[config.mk]
export PLATFORM = sky130hd
export DESIGN_NAME = vbi_side_data_capture
export DESIGN_NICKNAME = d
export VERILOG_FILES = /design/src/rtl/vbi_capture_pkg.sv /design/src/rtl/sticky_flag_bank.sv /design/src/rtl/vbi_side_data_capture.sv
export SDC_FILE = /design/constraint.sdc
export NUM_CORES = 1
export LEC_CHECK = 0
export ABC_AREA = 1
export BUFFER_PORTS_ARGS = -buffer_cell sky130_fd_sc_hd__buf_2
export CORE_ASPECT_RATIO = 0.8
export CORE_MARGIN = 4
export CORE_UTILIZATION = 27
export CTS_BUF_LIST = sky130_fd_sc_hd__clkbuf_2 sky130_fd_sc_hd__clkbuf_4 sky130_fd_sc_hd__clkbuf_8
export DETAILED_ROUTE_END_ITERATION = 12
export PLACE_DENSITY = 0.5
export SYNTH_ARGS = -nofsm -noshare
export SYNTH_HDL_FRONTEND = slang
export SYNTH_SLANG_ARGS = --single-unit
[constraint.sdc]
create_clock -name i_clock -period 2.4 [get_ports i_clock]
set_input_delay 0.48 -clock i_clock [delete_from_list [all_inputs] [get_ports i_clock]]
set_output_delay 0.48 -clock i_clock [all_outputs]
set_load 0.005 [all_outputs]
[src/rtl/vbi_capture_pkg.sv]
package vbi_capture_pkg;

  // ****************************************
  // Register map (byte addresses)
  // ****************************************
  localparam logic [7:0] OFF_CONTROL = 8'h00;
  localparam logic [7:0] OFF_FLAGS = 8'h04;
  localparam logic [7:0] OFF_WIDESCREEN_A = 8'h08;
  localparam logic [7:0] OFF_WIDESCREEN_B = 8'h0C;
  localparam logic [7:0] OFF_WIDESCREEN_C = 8'h10;
  localparam logic [7:0] OFF_CAPTION_FIRST = 8'h14;
  localparam logic [7:0] OFF_CAPTION_SECOND = 8'h18;
  localparam logic [7:0] OFF_CAPTION_LINE = 8'h1C;

  // ****************************************
  // Control register fields
  // ****************************************
  localparam int CTL_VPS_EN = 0;
  localparam int CTL_WSS_EN = 1;
  localparam int CTL_CC_EN = 2;
  localparam int CTL_CC_IRQ_EN = 3;
  localparam int CTL_MODE_525 = 4;
  localparam int CTL_WIDTH = 5;
  localparam logic [4:0] CTL_RESET = 5'h00;

  // ****************************************
  // Flag register fields
  // ****************************************
  localparam int FLG_PAGE_LINK = 0;
  localparam int FLG_SERVICE = 1;
  localparam int FLG_VPS_RCV = 2;
  localparam int FLG_WSS_RCV = 3;
  localparam int FLG_COUNT = 4;

  // ****************************************
  // Line numbers, packets and memory places
  // ****************************************
  localparam logic [8:0] VPS_LINE = 9'h010;
  localparam logic [8:0] WSS_LINE = 9'h017;
  localparam logic [4:0] CC_LINE_RESET = 5'h15;
  localparam logic [4:0] PKT_PAGE_LINK = 5'h1B;
  localparam logic [4:0] PKT_SERVICE = 5'h1E;
  localparam logic [4:0] DESIG_PAGE_LINK = 5'h00;
  localparam logic [2:0] MAG_SERVICE_625 = 3'h0;
  localparam logic [1:0] MAG_SERVICE_525 = 2'h0;
  localparam logic [3:0] VPS_BLOCK = 4'h9;
  localparam logic [4:0] VPS_ROW = 5'h19;
  localparam int VPS_ERR_BIT = 4;

  // ****************************************
  // Widescreen grouping
  // ****************************************
  localparam int WSS_BITS = 14;
  localparam int WSS_A_LO = 0;
  localparam int WSS_A_W = 4;
  localparam int WSS_B_LO = 4;
  localparam int WSS_B_W = 4;
  localparam int WSS_C_LO = 8;
  localparam int WSS_C_W = 6;

endpackage

[src/rtl/sticky_flag_bank.sv]
`timescale 1ns/100ps

module sticky_flag_bank #(
  parameter int N = 4
) (
  // Clock and reset
  input wire logic i_clock,
  input wire logic i_rst,
  input wire logic i_clk_en,
  // Hardware events and software clear
  input wire logic [N-1:0] i_set,
  input wire logic i_write,
  input wire logic [N-1:0] i_write_data,
  // Flag state
  output logic [N-1:0] o_flags
);

  typedef struct packed {
    logic [N-1:0] flags;
  } state_s;

  state_s state_reg;
  state_s state_next;

  always_comb begin
    state_next = state_reg;
    // Writing a zero clears a flag, a one leaves it alone
    if (i_write) begin
      state_next.flags = state_reg.flags & i_write_data;
    end
    // Same-cycle event beats the clear
    state_next.flags = state_next.flags | i_set;
  end

  always_ff @(posedge i_clock or posedge i_rst) begin
    if (i_rst) begin
      state_reg <= '0;
    end else if (i_clk_en) begin
      state_reg <= state_next;
    end
  end

  assign o_flags = state_reg.flags;

endmodule

[src/rtl/vbi_side_data_capture.sv]
`timescale 1ns/100ps

module vbi_side_data_capture
  import vbi_capture_pkg::*;
#(
  parameter int COL_W = 6
) (
  // Clock, reset, enable
  input wire logic i_clock,
  input wire logic i_rst,
  input wire logic i_clk_en,
  // Avalon-MM slave
  input wire logic [7:0] i_avs_address,
  input wire logic i_avs_read,
  input wire logic i_avs_write,
  input wire logic [31:0] i_avs_writedata,
  input wire logic [3:0] i_avs_byteenable,
  output logic [31:0] o_avs_readdata,
  output logic o_avs_waitrequest,
  // Slicer line timing
  input wire logic i_line_start,
  input wire logic i_line_end,
  input wire logic [8:0] i_line_num,
  input wire logic i_field,
  // Slicer run-in kind and raw line bytes
  input wire logic i_runin_vps,
  input wire logic i_byte_valid,
  input wire logic [7:0] i_byte,
  // Slicer decoded teletext packet address
  input wire logic i_pkt_valid,
  input wire logic [2:0] i_pkt_mag,
  input wire logic i_pkt_tab,
  input wire logic [4:0] i_pkt_num,
  input wire logic [4:0] i_pkt_desig,
  // Slicer widescreen word
  input wire logic i_wss_valid,
  input wire logic [13:0] i_wss_bits,
  input wire logic [13:0] i_wss_err,
  // Page memory write port
  output logic o_mem_we,
  output logic [3:0] o_mem_block,
  output logic [4:0] o_mem_row,
  output logic [COL_W-1:0] o_mem_col,
  output logic [7:0] o_mem_data,
  // Caption interrupt request
  output logic o_caption_irq
);

  // ****************************************
  // Helpers
  // ****************************************
  // Chip pair 10 is a one, 01 a zero; anything else is a biphase error
  function automatic logic [4:0] biphase_decode(input logic [7:0] chips);
    logic [4:0] res;
    res = '0;
    for (int i = 0; i < 4; i++) begin
      res[i] = chips[2*i+1];
      if (chips[2*i+1] == chips[2*i]) begin
        res[VPS_ERR_BIT] = 1'b1;
      end
    end
    return res;
  endfunction

  function automatic logic [7:0] pack_group(input logic [5:0] bits, input logic err, input int width);
    logic [7:0] res;
    res = '0;
    for (int i = 0; i < 6; i++) begin
      if (i < width) begin
        res[i] = bits[i];
      end
    end
    res[7] = err;
    return res;
  endfunction

  // ****************************************
  // State
  // ****************************************
  typedef enum logic [1:0] {
    LINE_IDLE,
    LINE_VPS,
    LINE_CAPTION,
    LINE_OTHER
  } line_e;

  typedef struct packed {
    logic [CTL_WIDTH-1:0] control;
    logic [4:0] cc_line_sel;
    logic [7:0] wss_a;
    logic [7:0] wss_b;
    logic [7:0] wss_c;
    logic [7:0] cc_first;
    logic [7:0] cc_second;
    logic [1:0] cc_count;
    line_e line_state;
    logic vps_got;
    logic [COL_W-1:0] vps_col;
    logic mem_we;
    logic [COL_W-1:0] mem_col;
    logic [7:0] mem_data;
    logic [3:0] mem_block;
    logic [4:0] mem_row;
    logic irq;
    logic [31:0] readdata;
    logic waitrequest;
  } state_s;

  state_s state_reg;
  state_s state_next;
  logic [FLG_COUNT-1:0] flag_set;
  logic [FLG_COUNT-1:0] flags;
  logic access;
  logic done;
  logic flag_write;
  logic is_vps_line;
  logic is_cc_line;
  logic [4:0] vps_dec;
  logic wss_take;

  assign access = i_avs_read | i_avs_write;
  // A transfer completes at the edge where waitrequest is seen low
  assign done = access & ~state_reg.waitrequest;
  assign flag_write = done & i_avs_write & i_avs_byteenable[0] & (i_avs_address == OFF_FLAGS);
  assign is_vps_line = (i_line_num == VPS_LINE) & ~i_field;
  assign is_cc_line = (i_line_num == {4'h0, state_reg.cc_line_sel});
  assign vps_dec = biphase_decode(i_byte);
  // One decode feeds both the flag and the stored groups, so they never disagree
  assign wss_take = i_wss_valid & (i_line_num == WSS_LINE) & state_reg.control[CTL_WSS_EN];

  // ****************************************
  // Flags set by hardware
  // ****************************************
  always_comb begin
    flag_set = '0;
    if (i_pkt_valid) begin
      if (i_pkt_num == PKT_PAGE_LINK && i_pkt_desig == DESIG_PAGE_LINK) begin
        // In 525 mode a packet with the tab bit set does not set the flag
        flag_set[FLG_PAGE_LINK] = ~state_reg.control[CTL_MODE_525] | ~i_pkt_tab;
      end
      if (i_pkt_num == PKT_SERVICE) begin
        if (state_reg.control[CTL_MODE_525]) begin
          // Only two magazine bits; all zero is magazine 4
          flag_set[FLG_SERVICE] = (i_pkt_mag[1:0] == MAG_SERVICE_525);
        end else begin
          flag_set[FLG_SERVICE] = (i_pkt_mag == MAG_SERVICE_625);
        end
      end
    end
    if (i_line_end && state_reg.line_state == LINE_VPS && state_reg.vps_got) begin
      flag_set[FLG_VPS_RCV] = 1'b1;
    end
    if (wss_take) begin
      flag_set[FLG_WSS_RCV] = 1'b1;
    end
  end

  // Set-beats-clear lives in one bank, shared by all four flags
  sticky_flag_bank #(
    .N(FLG_COUNT)
  ) u_flags (
    .i_clock(i_clock),
    .i_rst(i_rst),
    .i_clk_en(i_clk_en),
    .i_set(flag_set),
    .i_write(flag_write),
    .i_write_data(i_avs_writedata[FLG_COUNT-1:0]),
    .o_flags(flags)
  );

  // ****************************************
  // Next state
  // ****************************************
  always_comb begin
    state_next = state_reg;
    state_next.mem_we = 1'b0;
    state_next.irq = 1'b0;
    state_next.waitrequest = 1'b1;

    // Register bus: one wait cycle, read data captured alongside
    // Latching read data in the wait cycle lets it stand when waitrequest drops
    if (access && state_reg.waitrequest) begin
      state_next.waitrequest = 1'b0;
      state_next.readdata = '0;
      if (i_avs_read) begin
        case (i_avs_address)
          OFF_CONTROL: state_next.readdata = {27'h000_0000, state_reg.control};
          OFF_FLAGS: state_next.readdata = {28'h000_0000, flags};
          OFF_WIDESCREEN_A: state_next.readdata = {24'h00_0000, state_reg.wss_a};
          OFF_WIDESCREEN_B: state_next.readdata = {24'h00_0000, state_reg.wss_b};
          OFF_WIDESCREEN_C: state_next.readdata = {24'h00_0000, state_reg.wss_c};
          OFF_CAPTION_FIRST: state_next.readdata = {24'h00_0000, state_reg.cc_first};
          OFF_CAPTION_SECOND: state_next.readdata = {24'h00_0000, state_reg.cc_second};
          OFF_CAPTION_LINE: state_next.readdata = {27'h000_0000, state_reg.cc_line_sel};
          default: state_next.readdata = '0;
        endcase
      end
    end
    // Only byte lane 0 carries register bits
    if (done && i_avs_write && i_avs_byteenable[0]) begin
      case (i_avs_address)
        OFF_CONTROL: state_next.control = i_avs_writedata[CTL_WIDTH-1:0];
        OFF_CAPTION_LINE: state_next.cc_line_sel = i_avs_writedata[4:0];
        default: state_next.control = state_reg.control;
      endcase
    end

    // Widescreen: latched only while enabled, else left untouched
    if (wss_take) begin
      // All fourteen bits kept, split into three related groups
      state_next.wss_a = pack_group({2'b00, i_wss_bits[WSS_A_LO +: WSS_A_W]},
                                    |i_wss_err[WSS_A_LO +: WSS_A_W], WSS_A_W);
      state_next.wss_b = pack_group({2'b00, i_wss_bits[WSS_B_LO +: WSS_B_W]},
                                    |i_wss_err[WSS_B_LO +: WSS_B_W], WSS_B_W);
      state_next.wss_c = pack_group(i_wss_bits[WSS_C_LO +: WSS_C_W],
                                    |i_wss_err[WSS_C_LO +: WSS_C_W], WSS_C_W);
    end

    // Line sequencer
    // A second line start inside a line is ignored until its line end
    case (state_reg.line_state)
      LINE_IDLE: begin
        if (i_line_start) begin
          state_next.vps_col = '0;
          state_next.vps_got = 1'b0;
          state_next.cc_count = '0;
          if (is_vps_line && state_reg.control[CTL_VPS_EN]) begin
            state_next.line_state = LINE_VPS;
          end else if (is_cc_line && state_reg.control[CTL_CC_EN]) begin
            state_next.cc_first = 8'h00;
            state_next.cc_second = 8'h00;
            state_next.line_state = LINE_CAPTION;
          end else begin
            state_next.line_state = LINE_OTHER;
          end
        end
      end
      LINE_VPS: begin
        // Teletext on this line is left to the packet path
        if (i_byte_valid && i_runin_vps) begin
          state_next.mem_we = 1'b1;
          state_next.mem_col = state_reg.vps_col;
          state_next.mem_data = {3'b000, vps_dec};
          // Place travels with the write so every memory output leaves a flop
          state_next.mem_block = VPS_BLOCK;
          state_next.mem_row = VPS_ROW;
          // Column wraps after 2**COL_W bytes; a VPS line never carries that many
          state_next.vps_col = state_reg.vps_col + 1'b1;
          state_next.vps_got = 1'b1;
        end
        if (i_line_end) begin
          state_next.line_state = LINE_IDLE;
        end
      end
      LINE_CAPTION: begin
        if (i_byte_valid) begin
          // Caption bytes are stored raw; decoding them is left to software
          if (state_reg.cc_count == 2'd0) begin
            state_next.cc_first = i_byte;
            state_next.cc_count = 2'd1;
          end else if (state_reg.cc_count == 2'd1) begin
            state_next.cc_second = i_byte;
            state_next.cc_count = 2'd2;
          end
        end
        if (i_line_end) begin
          state_next.irq = state_reg.control[CTL_CC_IRQ_EN];
          state_next.line_state = LINE_IDLE;
        end
      end
      LINE_OTHER: begin
        if (i_line_end) begin
          state_next.line_state = LINE_IDLE;
        end
      end
      default: begin
        state_next.line_state = LINE_IDLE;
      end
    endcase
  end

  // ****************************************
  // Registers
  // ****************************************
  // Waitrequest starts high so no transfer can complete around reset release
  always_ff @(posedge i_clock or posedge i_rst) begin
    if (i_rst) begin
      state_reg <= '{
        control: CTL_RESET,
        cc_line_sel: CC_LINE_RESET,
        wss_a: 8'h00,
        wss_b: 8'h00,
        wss_c: 8'h00,
        cc_first: 8'h00,
        cc_second: 8'h00,
        cc_count: 2'd0,
        line_state: LINE_IDLE,
        vps_got: 1'b0,
        vps_col: '0,
        mem_we: 1'b0,
        mem_col: '0,
        mem_data: 8'h00,
        mem_block: 4'h0,
        mem_row: 5'h00,
        irq: 1'b0,
        readdata: 32'h0000_0000,
        waitrequest: 1'b1
      };
    end else if (i_clk_en) begin
      state_reg <= state_next;
    end
  end

  // ****************************************
  // Outputs
  // ****************************************
  assign o_avs_readdata = state_reg.readdata;
  assign o_avs_waitrequest = state_reg.waitrequest;
  assign o_mem_we = state_reg.mem_we;
  assign o_mem_block = state_reg.mem_block;
  assign o_mem_row = state_reg.mem_row;
  assign o_mem_col = state_reg.mem_col;
  assign o_mem_data = state_reg.mem_data;
  assign o_caption_irq = state_reg.irq;

endmodule

==> impl_results.md <==
* Required @ worst endpoint at 2.67 ns
* # IOs at 173
* Crit path DAT at 1.97 ns
* Post-DP HPWL at 8930 um
* Slowest CP cell: dfstp_2
* Clk_lat worst skew at 0.37 ns
* Run status: finished clean
* CTS clk-pin slew, worst paths at 0.09 ns
* Cts repair resizes at 0
* Inserted Clock Buffers at 9
* Critical Path Max Stage Delay at 0.59 ns
* Die W at 153 um
* Row count at 42
* Max-cap violations at 0
* FMAX at 586 MHz
* Crit path launch: state_reg[111]
* Drc violations at 0
* Worst Path Max Fanout at 19
* CTS hold repair buffers at 0
* Reg2reg start: state_reg[111]
* Worst Skew at 0.00899 ns
* Setup TNS at 0 ns
* Worst Setup End Kind: flop
* Sequential area share after synthesis at 44.7%
* Part of the power in the clock network at 26.6%
* NetSw at 1.31 mW
* Initial antenna violation count at 0
* Reg power frac at 48.1%
* Final critical-path share of the clock period at 71.1%
* Final min period at 1.71 ns
* Setup Buffers After CTS at 0
* P per Cell Area at 694 nW/um^2
* Flops & latches, synth at 81
* Largest net degree at the start of global routing at 82
* Combinational Power Share at 25.4%
* Mean post-synth cell area at 8.01 sq um
* Pre-Repair DR Iteration Count at 5
* TritonCTS clock tree: yes
* Hold slack at 0.231 ns
* Critical Path, Cell by Cell: inv_1 -> nand2_1 -> nand3_1 -> nor2_1 -> nand3_1 -> nand2_2 -> nand2_4 -> nand2_1 -> nand2_1
* Fin nets at 777
* DR vias/cell at 4.20
* Max_slew headroom at 63.5%
* Final antenna-violating net count at 0
* Most used cell, CP: nand2_1
* Via count at 3721
* Initial core utilization at 27.5%
* Max reg flops at 54
* First-pass GRT wire length at 18900 um
* Final Hold Viols at 0
* Hold crit path type: input pin to asynchronous set/reset pin
* Core area at 16600 sq um
* Worst-Margin Slew at 0.545 ns
* Syn Std Cell Area at 4550 sq um
* Gpl congestion at 0.785
* Worst-case clock buffer depth at 2
* WL per Instance at 13.1 um
* H-tree depth at 3
* N_diodes at 0
* Number of synthesized flops with an enable pin at 0
* GRT overflow at 0
* Layout cells sized above 1 at 25.7%
* Number of global-route vias before repair at 3632
* Worst setup path category: flop to flop
* Area grow syn2layout at 16.3%
* Unrepaired setup endpoints after global routing: no
* Fillers at 1813
* Die area at 19000 sq um
* Fin. max-slew vios at 0
* FFs w/ async S/R, synth at 100%
* Worst VDD drop at 0.251 mV
* Main flop type after synthesis: dfrtp_1
* Count of buffers from port buffering at 111
* Post-Syn Instances at 568
* Cell leakage power at 2.92 nW
* Int Pwr at 2.36 mW
* CP startpoint kind: flop
* Drt total wl at 11600 um
* Yosys cell types at 37
* Yosys Warn Count at 0
* CTS Root Cell: clkbuf_8
* Final-report setup violation count at 0
* Global-route usage over all layers at 12.6%
* Die Height at 124 um
* Initial DRC count at 224
* CTS Sinks at 81
* Sw Ratio at 35.7%
## worst max-delay path, delay by kind of cell (launching register included)
kind          cells  cell delay (ns)
buf+inv           1             0.07
flops             1             0.59
simple gates      8             0.94
## per-stage QoR
step	cell area, sq um	total power [mW]	utilization, %	worst slack, ns	instances
5_1_grt	5290	3.96	32.0	0.495	886
4_1_cts	5290	3.73	32.0	0.671	886
6_report	5290	3.67	32.0	0.695	886
3_5_place_dp	5100	2.74	30.8	0.538	870
2_1_floorplan	4660	2.56	-	0.922	598
3_3_place_gp	5100	2.74	30.8	0.518	870
## synth_stat cells (5+ instances only)
library cell	number	area, sq um
xor2_1	5	43.8
o21ai_0	30	150
nand3_1	72	360
nand2_1	157	589
buf_2	6	30.0
dfrtp_1	77	1930
nor2_1	44	165
buf_4	59	443
mux2_2	14	158
inv_1	53	199
## final timing paths
check	slack, ns	cells after the start	end
hold / removal	0.23	3	state_reg[58]
setup reg to reg	0.69	9	state_reg[84]
setup / recovery	0.69	9	state_reg[84]
max in group asynchronous	1.81	3	state_reg[113]
min in group i_clock	0.33	2	state_reg[104]
hold reg to reg	0.48	2	state_reg[76]
## power by group through the flow
stage	sequential, mW	combinational (mW)	clock (mW)
floorplan	1.75	0.805	0
global placement	1.79	0.945	0
detailed placement	1.79	0.951	0
CTS	1.77	0.953	1.01
global route	1.80	1.08	1.08
finish	1.76	0.932	0.974
## cell families (layout without fill, tap and decap cells)
kind of cell | count (synthesis) | count (layout) | share of synthesized area, %
xor gates and xnor gates | 7 | 7 | 1.35
AOI/OAI and AO/OA | 45 | 45 | 6.02
DFF | 81 | 81 | 44.7
muxes | 16 | 16 | 3.91
buffers and inverters | 122 | 190 | 15.1
adders and majority gates | 1 | 1 | 0.275
and+or+nand+nor | 295 | 295 | 28.6
other | 1 | 31 | 0.0825
## layout by cell type, fill, tap and decap left out, types with 2 or more instances in the layout
| cell type | instances |
|---|---|
| dfstp_2 | 4 |
| xnor2_1 | 2 |
| inv_1 | 52 |
| buf_4 | 7 |
| nor2_1 | 44 |
| nor2_2 | 2 |
| inv_6 | 3 |
| a21oi_1 | 3 |
| dfrtp_1 | 77 |
| nand2_4 | 2 |
| buf_2 | 111 |
| conb_1 | 31 |
| mux2_2 | 14 |
| clkbuf_8 | 10 |
| o21ai_0 | 30 |
| mux2i_1 | 2 |
| nor4_1 | 4 |
| nor2_8 | 2 |
| xor2_1 | 5 |
| nand4_1 | 4 |
| buf_12 | 2 |
| nand2_2 | 2 |
| or2_2 | 2 |
| clkinvlp_4 | 4 |
| nand2_1 | 157 |
| nand3_2 | 2 |
| nand3_1 | 72 |
| o22ai_1 | 4 |
## per-layer routing
metal / part of all wire, % / global-route usage (%) / up-vias / routed length, um
li1: - / - / 1925 / -
met1: 49 / 17.2 / 1689 / 5630
met2: 44 / 19.2 / 97 / 5070
met3: 6.2 / 3.99 / 10 / 722
met4: 1.2 / 3.73 / 0 / 137
met5: 0 / 0 / - / 0
## layout make-up
class                      instances  area [sq um]  area share [%]
clock buffer                      10           138            2.60
clock inverter                     6          48.8           0.922
inverter                          54           206            3.90
multi-input combinational        395          1940            36.7
sequential                        81          2030            38.4
tap                              220           275            5.20
timing repair buffer             120           648            12.3
No activity file was read; power rests on OpenSTA's default activity.
